--- config.mk ---
export PLATFORM = sky130hd
export DESIGN_NAME = adc_conversion_sequencer
export DESIGN_NICKNAME = d
export VERILOG_FILES = /design/src/shared/adc_seq_pkg.sv /design/src/hdl/adc_conversion_sequencer.sv /design/src/hdl/conv_pipeline.sv /design/src/hdl/result_fifo.sv
export SDC_FILE = /design/constraint.sdc
export NUM_CORES = 1
export LEC_CHECK = 0
export BUFFER_PORTS_ARGS = -buffer_cell sky130_fd_sc_hd__buf_4
export CORE_MARGIN = 2
export CORE_UTILIZATION = 30
export DETAILED_ROUTE_END_ITERATION = 10
export GPL_TIMING_DRIVEN = 0
export HOLD_SLACK_MARGIN = 0.15
export PLACE_DENSITY = 0.42
export SKIP_LAST_GASP = 1
export SYNTH_ARGS = -nofsm -noshare
export SYNTH_HDL_FRONTEND = slang
export SYNTH_SLANG_ARGS = --single-unit
--- constraint.sdc ---
create_clock -name clock -period 8.1 [get_ports clock]
set_clock_uncertainty 0.1 [all_clocks]
set_input_delay 0 -clock clock [delete_from_list [all_inputs] [get_ports clock]]
set_output_delay 0 -clock clock [all_outputs]
set_load 0.01 [all_outputs]
--- src/shared/adc_seq_pkg.sv ---
// Constants, types and channel decoding for the conversion sequencer.
// Assumes every user names items as adc_seq_pkg::name.
package adc_seq_pkg;

    // ************************************************************
    // Widths, depths and timing counts
    // ************************************************************
    localparam int DATA_W = 12;
    localparam int CFG_W = 10;
    localparam int PIPE_DEPTH = 5;
    localparam int SYNC_BASE = 7;
    localparam int FIFO_DEPTH = 16;

    // ************************************************************
    // Register addresses, field positions and reset values
    // ************************************************************
    localparam logic [1:0] ADDR_ZERO = 2'h0;
    localparam logic [1:0] ADDR_ONE = 2'h1;
    localparam int ADDR_LO = 10;
    localparam int ZERO_TEST_HI = 9;
    localparam int ZERO_TEST_LO = 8;
    localparam int ZERO_CFG_HI = 7;
    localparam int ZERO_CFG_LO = 3;
    localparam int ZERO_POWER_DOWN = 2;
    localparam int ZERO_VREF = 0;
    localparam int ONE_READBACK = 9;
    localparam int ONE_FORMAT = 7;
    localparam int ONE_RW_MODE = 6;
    localparam int ONE_SEQ_RST = 1;
    localparam int ONE_FULL_RST = 0;
    localparam logic [9:0] ZERO_RESET = 10'h020;
    localparam logic [9:0] ONE_RESET = 10'h000;
    localparam logic [11:0] MID_CODE = 12'h800;

    // ************************************************************
    // Types
    // ************************************************************
    typedef enum logic [2:0] {
        SRC_AP = 3'h0,
        SRC_AM = 3'h1,
        SRC_BP = 3'h2,
        SRC_BM = 3'h3,
        SRC_DA = 3'h4,
        SRC_DB = 3'h5
    } source_e;

    typedef struct packed {
        logic [11:0] ainp;
        logic [11:0] ainm;
        logic [11:0] binp;
        logic [11:0] binm;
    } inputs_s;

    typedef struct packed {
        logic first;
        logic [11:0] code;
    } result_s;

    // ************************************************************
    // Channel configuration decoding
    // ************************************************************
    // The cfg argument is scan, diff count (2 bits) and channel pick.
    function automatic logic [2:0] chan_count(logic [4:0] cfg);
        case (cfg)
            5'h11, 5'h15, 5'h19: return 3'h2;
            5'h12, 5'h16: return 3'h3;
            5'h13: return 3'h4;
            default: return 3'h1;
        endcase
    endfunction

    // Undefined codes fall back to the first single-ended input.
    function automatic source_e slot_source(logic [4:0] cfg,
                                            logic [1:0] idx);
        if (!cfg[4]) begin
            if (cfg[3:2] == 2'h0)
                return source_e'({1'b0, cfg[1:0]});
            if (cfg[3:2] == 2'h1 && !cfg[1])
                return cfg[0] ? SRC_DB : SRC_DA;
            return SRC_AP;
        end
        case (cfg[3:0])
            4'h1, 4'h2, 4'h3: return source_e'({1'b0, idx});
            4'h5: return (idx == 2'h0) ? SRC_AP : SRC_DB;
            4'h6: return (idx == 2'h2) ? SRC_DB : source_e'({1'b0, idx});
            4'h9: return (idx == 2'h0) ? SRC_DA : SRC_DB;
            default: return SRC_AP;
        endcase
    endfunction

endpackage
--- src/hdl/adc_conversion_sequencer.sv ---
// Digital side of a four-input simultaneous-sampling pipelined converter.
// Assumes all pins are synchronous to clock and clock is much faster
// than the conversion clock.
//
// Operation
// - Every conversion clock falling edge outside power down starts a new conversion.
// - A result appears five conversion clock cycles after its start.
// - First channel-one marker waits seven plus channel count cycles.
// - Each fall yields a fresh value readable with the read strobe.
// - Marker goes low with a channel one result read and holds until the next result read.
// - Marker stays inactive when one channel is selected.
// - Multichannel results come in ascending order, then wrap to one.
// - Binary format: FFF full scale, 800 mid, 000 negative full.
// - Twos complement: 7FF full scale, 000 mid, 800 negative full.
// - Two ten-bit control registers select the operating mode.
// - Register zero holds test, scan, diff, channel, power, reference.
// - Register one holds readback, offset, format, pin mode, resets.
// - All four inputs are sampled at once, single or differential.
// - Write carries value on bits 9:0, address on bits 11:10.
`timescale 1ns/1ps
module adc_conversion_sequencer #(
    parameter int FIFO_DEPTH = adc_seq_pkg::FIFO_DEPTH,
    parameter int PIPE_DEPTH = adc_seq_pkg::PIPE_DEPTH
) (
    input wire logic clock,
    input wire logic rst,
    input wire logic conversion_clock,
    input wire adc_seq_pkg::inputs_s analog_codes,
    input wire logic chip_select_low_active_n,
    input wire logic chip_select_high_active,
    input wire logic read_strobe_n,
    input wire logic write_strobe_n,
    input wire logic [11:0] data_in,
    output logic [11:0] data_out,
    output logic data_oe,
    output logic sync_n,
    output logic power_down,
    output logic [1:0] test_voltage_select,
    output logic external_reference
);

    // ************************************************************
    // Declarations
    // ************************************************************
    typedef enum logic [1:0] {
        ACC_IDLE = 2'b01,
        ACC_HELD = 2'b10
    } access_e;

    access_e acc_state, next_acc_state;
    logic [9:0] mode_control_zero, next_mode_control_zero;
    logic [9:0] mode_control_one, next_mode_control_one;
    logic [11:0] next_data_out;
    logic next_data_oe, next_sync_n, rb_sel, next_rb_sel;
    logic seq_restart, next_seq_restart;
    logic conv_prev, conv_fall, active;
    logic [1:0] scan_idx, next_scan_idx;
    logic [3:0] holdoff, next_holdoff;
    logic [4:0] cfg;
    logic [2:0] nch;
    logic multi, holdoff_done;
    logic selected, combined_read_access, write_access;
    logic [11:0] sampled;
    adc_seq_pkg::result_s pipe_in, pipe_out, fifo_in, fifo_out;
    logic pipe_valid, fifo_ready, fifo_valid, fifo_pop;

    function automatic logic [11:0] diff_code(logic [11:0] p,
                                              logic [11:0] m);
        logic signed [12:0] d;
        d = $signed({1'b0, p}) - $signed({1'b0, m});
        return 12'(d >>> 1) + adc_seq_pkg::MID_CODE;
    endfunction

    assign cfg = mode_control_zero[adc_seq_pkg::ZERO_CFG_HI:
                                   adc_seq_pkg::ZERO_CFG_LO];
    assign nch = adc_seq_pkg::chan_count(cfg);
    assign multi = nch != 3'h1;
    assign holdoff_done = holdoff == 4'(adc_seq_pkg::SYNC_BASE) + 4'(nch);
    assign power_down = mode_control_zero[adc_seq_pkg::ZERO_POWER_DOWN];
    assign test_voltage_select =
        mode_control_zero[adc_seq_pkg::ZERO_TEST_HI:
                          adc_seq_pkg::ZERO_TEST_LO];
    assign external_reference = mode_control_zero[adc_seq_pkg::ZERO_VREF];

    // ************************************************************
    // Conversion clock edge and sampling
    // ************************************************************
    // Power down halts conversions; the bus still answers.
    assign conv_fall = conv_prev && !conversion_clock;
    assign active = conv_fall && !power_down;

    always_ff @(posedge clock or posedge rst) begin
        if (rst) begin
            conv_prev <= 1'b0;
        end else begin
            conv_prev <= conversion_clock;
        end
    end

    // All four inputs are held together; the slot picks one view.
    always_comb begin
        unique case (adc_seq_pkg::slot_source(cfg, scan_idx))
            adc_seq_pkg::SRC_AP: sampled = analog_codes.ainp;
            adc_seq_pkg::SRC_AM: sampled = analog_codes.ainm;
            adc_seq_pkg::SRC_BP: sampled = analog_codes.binp;
            adc_seq_pkg::SRC_BM: sampled = analog_codes.binm;
            adc_seq_pkg::SRC_DA:
                sampled = diff_code(analog_codes.ainp, analog_codes.ainm);
            adc_seq_pkg::SRC_DB:
                sampled = diff_code(analog_codes.binp, analog_codes.binm);
            default: sampled = adc_seq_pkg::MID_CODE;
        endcase
    end

    // ************************************************************
    // Channel sequence and marker holdoff
    // ************************************************************
    always_comb begin
        next_scan_idx = scan_idx;
        next_holdoff = holdoff;
        if (seq_restart) begin
            next_scan_idx = 2'h0;
            next_holdoff = 4'h0;
        end else if (active) begin
            next_scan_idx = (3'(scan_idx) == nch - 3'h1) ? 2'h0
                            : scan_idx + 2'h1;
            if (!holdoff_done) begin
                next_holdoff = holdoff + 4'h1;
            end
        end
    end

    always_ff @(posedge clock or posedge rst) begin
        if (rst) begin
            scan_idx <= 2'h0;
            holdoff <= 4'h0;
        end else begin
            scan_idx <= next_scan_idx;
            holdoff <= next_holdoff;
        end
    end

    assign pipe_in = '{first: scan_idx == 2'h0, code: sampled};

    conv_pipeline #(
        .WIDTH($bits(adc_seq_pkg::result_s)),
        .DEPTH(PIPE_DEPTH)
    ) u_pipe (
        .clock(clock),
        .rst(rst),
        .advance(active),
        .flush(seq_restart),
        .in_data(pipe_in),
        .out_valid(pipe_valid),
        .out_data(pipe_out)
    );

    // The marker flag is only kept in multichannel mode once the
    // holdoff has run out. A full buffer drops the newest result, as
    // the converter itself cannot be stalled.
    assign fifo_in = '{first: pipe_out.first && multi && holdoff_done,
                       code: pipe_out.code};

    result_fifo #(
        .WIDTH($bits(adc_seq_pkg::result_s)),
        .DEPTH(FIFO_DEPTH)
    ) u_fifo (
        .clock(clock),
        .rst(rst),
        .flush(seq_restart),
        .in_valid(pipe_valid && fifo_ready),
        .in_data(fifo_in),
        .in_ready(fifo_ready),
        .out_valid(fifo_valid),
        .out_data(fifo_out),
        .out_ready(fifo_pop)
    );

    // ************************************************************
    // Parallel port and control registers
    // ************************************************************
    assign selected = !chip_select_low_active_n
                      && chip_select_high_active;
    assign write_access = selected && !write_strobe_n;
    assign combined_read_access =
        mode_control_one[adc_seq_pkg::ONE_RW_MODE]
        ? selected && write_strobe_n
        : selected && !read_strobe_n;
    assign fifo_pop = acc_state == ACC_IDLE && !write_access
                      && combined_read_access && fifo_valid
                      && !mode_control_one[adc_seq_pkg::ONE_READBACK];

    always_comb begin
        next_acc_state = acc_state;
        next_mode_control_zero = mode_control_zero;
        next_mode_control_one = mode_control_one;
        next_data_out = data_out;
        next_data_oe = data_oe;
        next_sync_n = sync_n;
        next_rb_sel = rb_sel;
        next_seq_restart = 1'b0;
        unique case (acc_state)
            ACC_IDLE: begin
                if (write_access) begin
                    next_acc_state = ACC_HELD;
                    if (data_in[11:10] == adc_seq_pkg::ADDR_ZERO) begin
                        next_mode_control_zero = data_in[9:0];
                        next_seq_restart =
                            data_in[adc_seq_pkg::ZERO_CFG_HI:
                                    adc_seq_pkg::ZERO_CFG_LO] != cfg;
                    end else if (data_in[11:10]
                                 == adc_seq_pkg::ADDR_ONE) begin
                        next_mode_control_one = data_in[9:0];
                        next_mode_control_one[adc_seq_pkg::ONE_SEQ_RST] =
                            1'b0;
                        next_mode_control_one[adc_seq_pkg::ONE_FULL_RST] =
                            1'b0;
                        next_seq_restart =
                            data_in[adc_seq_pkg::ONE_SEQ_RST]
                            || data_in[adc_seq_pkg::ONE_FULL_RST];
                        if (data_in[adc_seq_pkg::ONE_FULL_RST]) begin
                            next_mode_control_zero = adc_seq_pkg::ZERO_RESET;
                            next_mode_control_one = adc_seq_pkg::ONE_RESET;
                        end
                    end
                end else if (combined_read_access) begin
                    next_acc_state = ACC_HELD;
                    next_data_oe = 1'b1;
                    if (mode_control_one[adc_seq_pkg::ONE_READBACK]) begin
                        next_data_out = rb_sel
                            ? {adc_seq_pkg::ADDR_ONE, mode_control_one}
                            : {adc_seq_pkg::ADDR_ZERO, mode_control_zero};
                        next_rb_sel = !rb_sel;
                    end else if (fifo_valid) begin
                        next_data_out = fifo_out.code ^ {
                            mode_control_one[adc_seq_pkg::ONE_FORMAT],
                            11'h000};
                        next_sync_n = !fifo_out.first;
                    end
                end
            end
            ACC_HELD: begin
                if (!write_access && !combined_read_access) begin
                    next_acc_state = ACC_IDLE;
                    next_data_oe = 1'b0;
                end
            end
        endcase
        if (next_seq_restart || !multi) begin
            next_sync_n = 1'b1;
        end
        if (!mode_control_one[adc_seq_pkg::ONE_READBACK]) begin
            next_rb_sel = 1'b0;
        end
    end

    always_ff @(posedge clock or posedge rst) begin
        if (rst) begin
            acc_state <= ACC_IDLE;
            mode_control_zero <= adc_seq_pkg::ZERO_RESET;
            mode_control_one <= adc_seq_pkg::ONE_RESET;
            data_out <= 12'h000;
            data_oe <= 1'b0;
            sync_n <= 1'b1;
            rb_sel <= 1'b0;
            seq_restart <= 1'b1;
        end else begin
            acc_state <= next_acc_state;
            mode_control_zero <= next_mode_control_zero;
            mode_control_one <= next_mode_control_one;
            data_out <= next_data_out;
            data_oe <= next_data_oe;
            sync_n <= next_sync_n;
            rb_sel <= next_rb_sel;
            seq_restart <= next_seq_restart;
        end
    end

    // ************************************************************
    // Checks
    // ************************************************************
    seq_wrap_a: assert property (
        @(posedge clock) disable iff (rst)
        active && !seq_restart && 3'(scan_idx) == nch - 3'h1
        |=> scan_idx == 2'h0)
        else $error("sequence did not wrap to channel one");

    seq_step_a: assert property (
        @(posedge clock) disable iff (rst)
        active && !seq_restart && 3'(scan_idx) < nch - 3'h1
        |=> scan_idx == $past(scan_idx) + 2'h1)
        else $error("sequence did not step in ascending order");

    single_quiet_a: assert property (
        @(posedge clock) disable iff (rst)
        !multi |=> sync_n)
        else $error("marker active in single channel mode");

    restart_seq_a: assert property (
        @(posedge clock) disable iff (rst)
        seq_restart |=> scan_idx == 2'h0 && holdoff == 4'h0 && sync_n)
        else $error("sequence not restarted at channel one");

    marker_holdoff_a: assert property (
        @(posedge clock) disable iff (rst)
        !sync_n |-> holdoff_done && multi)
        else $error("marker asserted before holdoff ran out");

    cr_write_a: assert property (
        @(posedge clock) disable iff (rst)
        acc_state == ACC_IDLE && write_access
        && data_in[11:10] == adc_seq_pkg::ADDR_ZERO
        |=> mode_control_zero == $past(data_in[9:0]))
        else $error("register zero write not loaded");

    read_format_a: assert property (
        @(posedge clock) disable iff (rst)
        fifo_pop && mode_control_one[adc_seq_pkg::ONE_FORMAT]
        |=> data_out == ($past(fifo_out.code) ^ 12'h800) && data_oe)
        else $error("twos complement code not presented");

endmodule // adc_conversion_sequencer

--- src/hdl/conv_pipeline.sv ---
// Fixed-latency delay line that models the converter pipeline.
// Assumes advance pulses once per conversion clock falling edge.
`timescale 1ns/1ps
module conv_pipeline #(
    parameter int WIDTH = 13,
    parameter int DEPTH = adc_seq_pkg::PIPE_DEPTH
) (
    input wire logic clock,
    input wire logic rst,
    input wire logic advance,
    input wire logic flush,
    input wire logic [WIDTH-1:0] in_data,
    output logic out_valid,
    output logic [WIDTH-1:0] out_data
);
    logic [WIDTH-1:0] stage [DEPTH];
    logic [DEPTH-1:0] valid;
    logic [DEPTH-1:0] next_valid;
    logic next_out_valid;
    logic [3:0] fill;

    always_comb begin
        next_valid = valid;
        next_out_valid = 1'b0;
        if (flush) begin
            next_valid = '0;
        end else if (advance) begin
            next_valid = {valid[DEPTH-2:0], 1'b1};
            next_out_valid = valid[DEPTH-1];
        end
    end

    always_ff @(posedge clock or posedge rst) begin
        if (rst) begin
            valid <= '0;
            out_valid <= 1'b0;
            out_data <= '0;
        end else begin
            valid <= next_valid;
            out_valid <= next_out_valid;
            if (advance) begin
                out_data <= stage[DEPTH-1];
            end
        end
    end

    always_ff @(posedge clock) begin
        if (advance) begin
            stage[0] <= in_data;
            for (int i = 1; i < DEPTH; i++) begin
                stage[i] <= stage[i-1];
            end
        end
    end

    // Counts falling edges since the last flush, for checking only.
    always_ff @(posedge clock or posedge rst) begin
        if (rst) begin
            fill <= 4'h0;
        end else if (flush) begin
            fill <= 4'h0;
        end else if (advance && fill != 4'hf) begin
            fill <= fill + 4'h1;
        end
    end

    latency_five_a: assert property (
        @(posedge clock) disable iff (rst)
        out_valid |-> fill > 4'(DEPTH))
        else $error("result left the pipeline too early");

    sample_taken_a: assert property (
        @(posedge clock) disable iff (rst)
        advance && !flush |=> valid[0])
        else $error("falling edge did not start a conversion");

endmodule // conv_pipeline

--- src/hdl/result_fifo.sv ---
// Result buffer between the pipeline and the parallel read port.
// Assumes a single clock; flush empties it in one cycle.
`timescale 1ns/1ps
module result_fifo #(
    parameter int WIDTH = 13,
    parameter int DEPTH = adc_seq_pkg::FIFO_DEPTH
) (
    input wire logic clock,
    input wire logic rst,
    input wire logic flush,
    input wire logic in_valid,
    input wire logic [WIDTH-1:0] in_data,
    output logic in_ready,
    output logic out_valid,
    output logic [WIDTH-1:0] out_data,
    input wire logic out_ready
);
    localparam int AW = $clog2(DEPTH);
    logic [WIDTH-1:0] mem [DEPTH];
    logic [AW-1:0] wr_ptr, rd_ptr, next_wr_ptr, next_rd_ptr;
    logic [AW:0] count, next_count;
    logic push, pop;

    assign in_ready = count != (AW+1)'(DEPTH);
    assign out_valid = count != '0;
    assign out_data = mem[rd_ptr];
    assign push = in_valid && in_ready;
    assign pop = out_valid && out_ready;

    always_comb begin
        next_wr_ptr = wr_ptr + AW'(push);
        next_rd_ptr = rd_ptr + AW'(pop);
        next_count = count + (AW+1)'(push) - (AW+1)'(pop);
        if (flush) begin
            next_wr_ptr = '0;
            next_rd_ptr = '0;
            next_count = '0;
        end
    end

    always_ff @(posedge clock or posedge rst) begin
        if (rst) begin
            wr_ptr <= '0;
            rd_ptr <= '0;
            count <= '0;
        end else begin
            wr_ptr <= next_wr_ptr;
            rd_ptr <= next_rd_ptr;
            count <= next_count;
        end
    end

    always_ff @(posedge clock) begin
        if (push) begin
            mem[wr_ptr] <= in_data;
        end
    end

    fifo_bound_a: assert property (
        @(posedge clock) disable iff (rst)
        count <= (AW+1)'(DEPTH) && (count != '0 || !out_valid))
        else $error("fifo count out of range");

endmodule // result_fifo

==> reports/metrics.cfg <==
[timing]
fmax_mhz = 228
rsz0062_at_grt = no
tns_ps = 0
layout_setup_ws_ps = 3720
tightest_slew_ps = 1040
slew_headroom_pct = 30.6
min_period_ps = 4380
finalHoldViolCount = 0
finalCritPeriodShare_pct = 54.1
setup_viol = 0
maxSlewViolCount = 0

[setup_path]
crit_path_top_delay_cell = dfstp_2
cp-start-kind = register
crit_chain = buf_4 > inv_1 > o2111ai_1 > o21a_1 > buf_2 > clkbuf_1 > mux2i_1 > dlygate4sd3_1 > o22ai_1 > dlygate4sd3_1 > o21a_1 > dlygate4sd3_1
worstSetupPathType = reg2reg
reg2reg_to = u_pipe.stage[0][0]$_DFFE_PP_
cp.required_ps = 8300
r2r_start = mode_control_zero[5]$_DFFE_PP1P_
crit_path_max_fanout = 10
r2r_cells = 12
end_kind = register
slowest_delay_ps = 560
critPathMostFrequentCell = dlygate4sd3_1
cp_data_arrival_time_ps = 4590
reg2reg_slack_ps = 3720

[hold_path]
hp-start = analog_codes[20]
min_path_type = in2reg
holdPathEnd = u_pipe.stage[0][7]$_DFFE_PP_
hold_depth = 5

[route]
top_layer = met4
vias_per_cell = 4.72
met2_length_um = 19200
met1_length_um = 17800
ant_nets = 0
via_count = 9284
route.met3.wl_um = 1340
drc_errors = 0
wl_per_cell_um = 19.9
first_pass_iters = 5
drt-total-wl_um = 39200
drt_iter0_drc = 641

[power]
intPower_w = 0.00403
p_total_w = 0.00568
peakVddDrop_uv = 148
p_sw_w = 0.00165
p_leak_nw = 7.08
p_per_area_nw_per_um2 = 296
seqPwrFrac_pct = 42.6
clock_power_share_pct = 32.2
swShare_pct = 29.1
comb_power_share_pct = 25.1

[run]
cap_viol_max_count = 0

[finish]
fillers = 4765
layout_common_cells = edfxtp_1, nand2_1, buf_4, dlygate4sd3_1, dfrtp_1
final_util_pct = 38.1
diodes = 0
nNetsFinal = 1371
mostFrequentLayoutCell = edfxtp_1
area_growth_syn_to_layout_pct = 25.1
drive_above_1_share_pct = 21.4

[yosys]
synth_flop_cell = edfxtp_1
ys_async_sr_fraction_pct = 21.6
synth-edff-count = 273
syn_avg_cell_area_um2 = 14.7
yosysSeqAreaShare_pct = 65.6
synth_area_leaders = edfxtp_1, dfrtp_1, mux4_2, ha_1, nand2_1
synthCells = 1048
ys_types = 67
syn-cell-area_um2 = 15400
ys_seq_elements = 348
synth_top_area_share_pct = 53.4
yosys_warnings = 0
synth_fp_nets = 1155
synth_area_leader_cell = edfxtp_1

[clock_network]
clockRootBuffer = clkbuf_16
post_cts_buffers = 0
cts_made_buffers = 41
post_cts_resized = 0
clk_latency_ps = 550
clk_pin_slew_ps = 60
cts-hold-fix-buffers = 72
ctsHtreeMaxLevel = 2
clockBufferDepth = 3
cts_tree = done
cts.sinks = 348

[grt]
antenna_found_initial = 0
grtUsageTotal_pct = 15.1
grt_first_pass_wirelength_um = 60100
overflow = 0
grt_pass1_vias = 9686
grt_max_degree = 65

[die]
fp.dieH_um = 230
fp.dieW_um = 230
fp.coreArea_um2 = 50400
dieArea_um2 = 53000
num_rows = 82
start_util_pct = 30.5
ios = 85

[place]
place_ws_ps = 4530
gp_congestion = 0.803
place_hpwl_um = 27600
port_buffers = 83

[run_status]
status = complete, no violations

[registers in the layout, indices dropped and copies added (netlist names), 2 cells and up]
register	cells
u_fifo.rd_ptr	4
mode_control_zero	10
u_pipe.valid	5
u_fifo.count	5
holdoff	4
u_pipe.out_data	13
mode_control_one	8
u_pipe.stage	65
acc_state	2
data_out	12
u_fifo.wr_ptr	4
u_fifo.mem	208
scan_idx	2
[how the worst max path moves through the flow]
| stage | start | end | slack, ps | cells past startpoint |
|---|---|---|---|---|
| 2_1_floorplan | mode_control_zero[2]$_DFFE_PP0P_ | u_pipe.stage[0][0]$_DFFE_PP_ | 4550 | 3 |
| 3_3_place_gp | mode_control_zero[2]$_DFFE_PP0P_ | u_pipe.out_data[0]$_DFFE_PP0P_ | 3180 | 5 |
| 3_5_place_dp | mode_control_one[6]$_DFFE_PP0P_ | u_fifo.count[4]$_DFF_PP0_ | 4530 | 12 |
| 4_1_cts | mode_control_zero[5]$_DFFE_PP1P_ | u_pipe.stage[0][0]$_DFFE_PP_ | 3720 | 12 |
| 5_1_grt | mode_control_zero[5]$_DFFE_PP1P_ | u_pipe.stage[0][0]$_DFFE_PP_ | 3500 | 12 |
| 6_report | mode_control_zero[5]$_DFFE_PP1P_ | u_pipe.stage[0][0]$_DFFE_PP_ | 3720 | 12 |
[synth_stat cells (all sizes together), types with 14 or more instances]
| master | count |
|---|---|
| nor2 | 51 |
| xnor2 | 25 |
| ha | 37 |
| nand2b | 20 |
| mux4 | 57 |
| mux2i | 28 |
| a21oi | 43 |
| o211ai | 15 |
| xor2 | 14 |
| nor3 | 21 |
| clkbuf | 22 |
| dfrtp | 71 |
| nand2 | 106 |
| nor2b | 14 |
| o21ai | 49 |
| buf | 30 |
| inv | 47 |
| edfxtp | 273 |
[per-stage QoR]
stage                     area [um^2]  std cells  hold slack (ps)
after CTS                       19200       1969              158
after floorplan                 15400       1048            -68.6
final                           19200       1969              184
after global placement          16800       1803             18.1
after global routing            19200       1969              207
after detailed placement        17200       1821             -136
[power by group through the flow]
stage               clock [W]  sequential [W]  combinational (W)
detailed placement          0         0.00246            0.00134
global placement            0         0.00246            0.00132
global route          0.00195         0.00246            0.00158
floorplan                   0         0.00240           0.000899
finish                0.00183         0.00242            0.00143
CTS                   0.00189         0.00243            0.00146
[critical path, delay by kind of cell (launching register included)]
| kind | cells | cell delay, ps |
|---|---|---|
| multiplexers | 1 | 240 |
| flip-flops | 1 | 560 |
| buffers and inverters | 7 | 2740 |
| AO/OA/AOI/OAI | 4 | 500 |
[kinds of logic after synthesis]
family / Yosys count / synth area share, %
flops: 348 / 65.6
mux: 90 / 10.5
xor+xnor: 39 / 2.22
fa+ha+maj: 41 / 3.47
buf+inv: 101 / 3.01
simple gates: 254 / 7.72
compound gates: 175 / 7.40
[cell type report]
class	instances	area, um^2	share of cell area, %
Timing Repair Buffer	173	1610	8.39
Tap cell	672	841	4.38
Inverter	49	186	0.970
Clock inverter	25	273	1.42
Clock buffer	51	1070	5.59
Multi-Input combinational cell	599	4870	25.4
Sequential cell	348	10100	52.5
Buffer	52	279	1.45
[layer usage]
layer / global-route usage (%) / vias to the layer above
met1: 20.4 / 4659
met3: 2.00 / 56
met5: 0 / -
met4: 4.42 / 0
met2: 25.3 / 173
li1: - / 4396
Power figures use the tool's default switching activity.
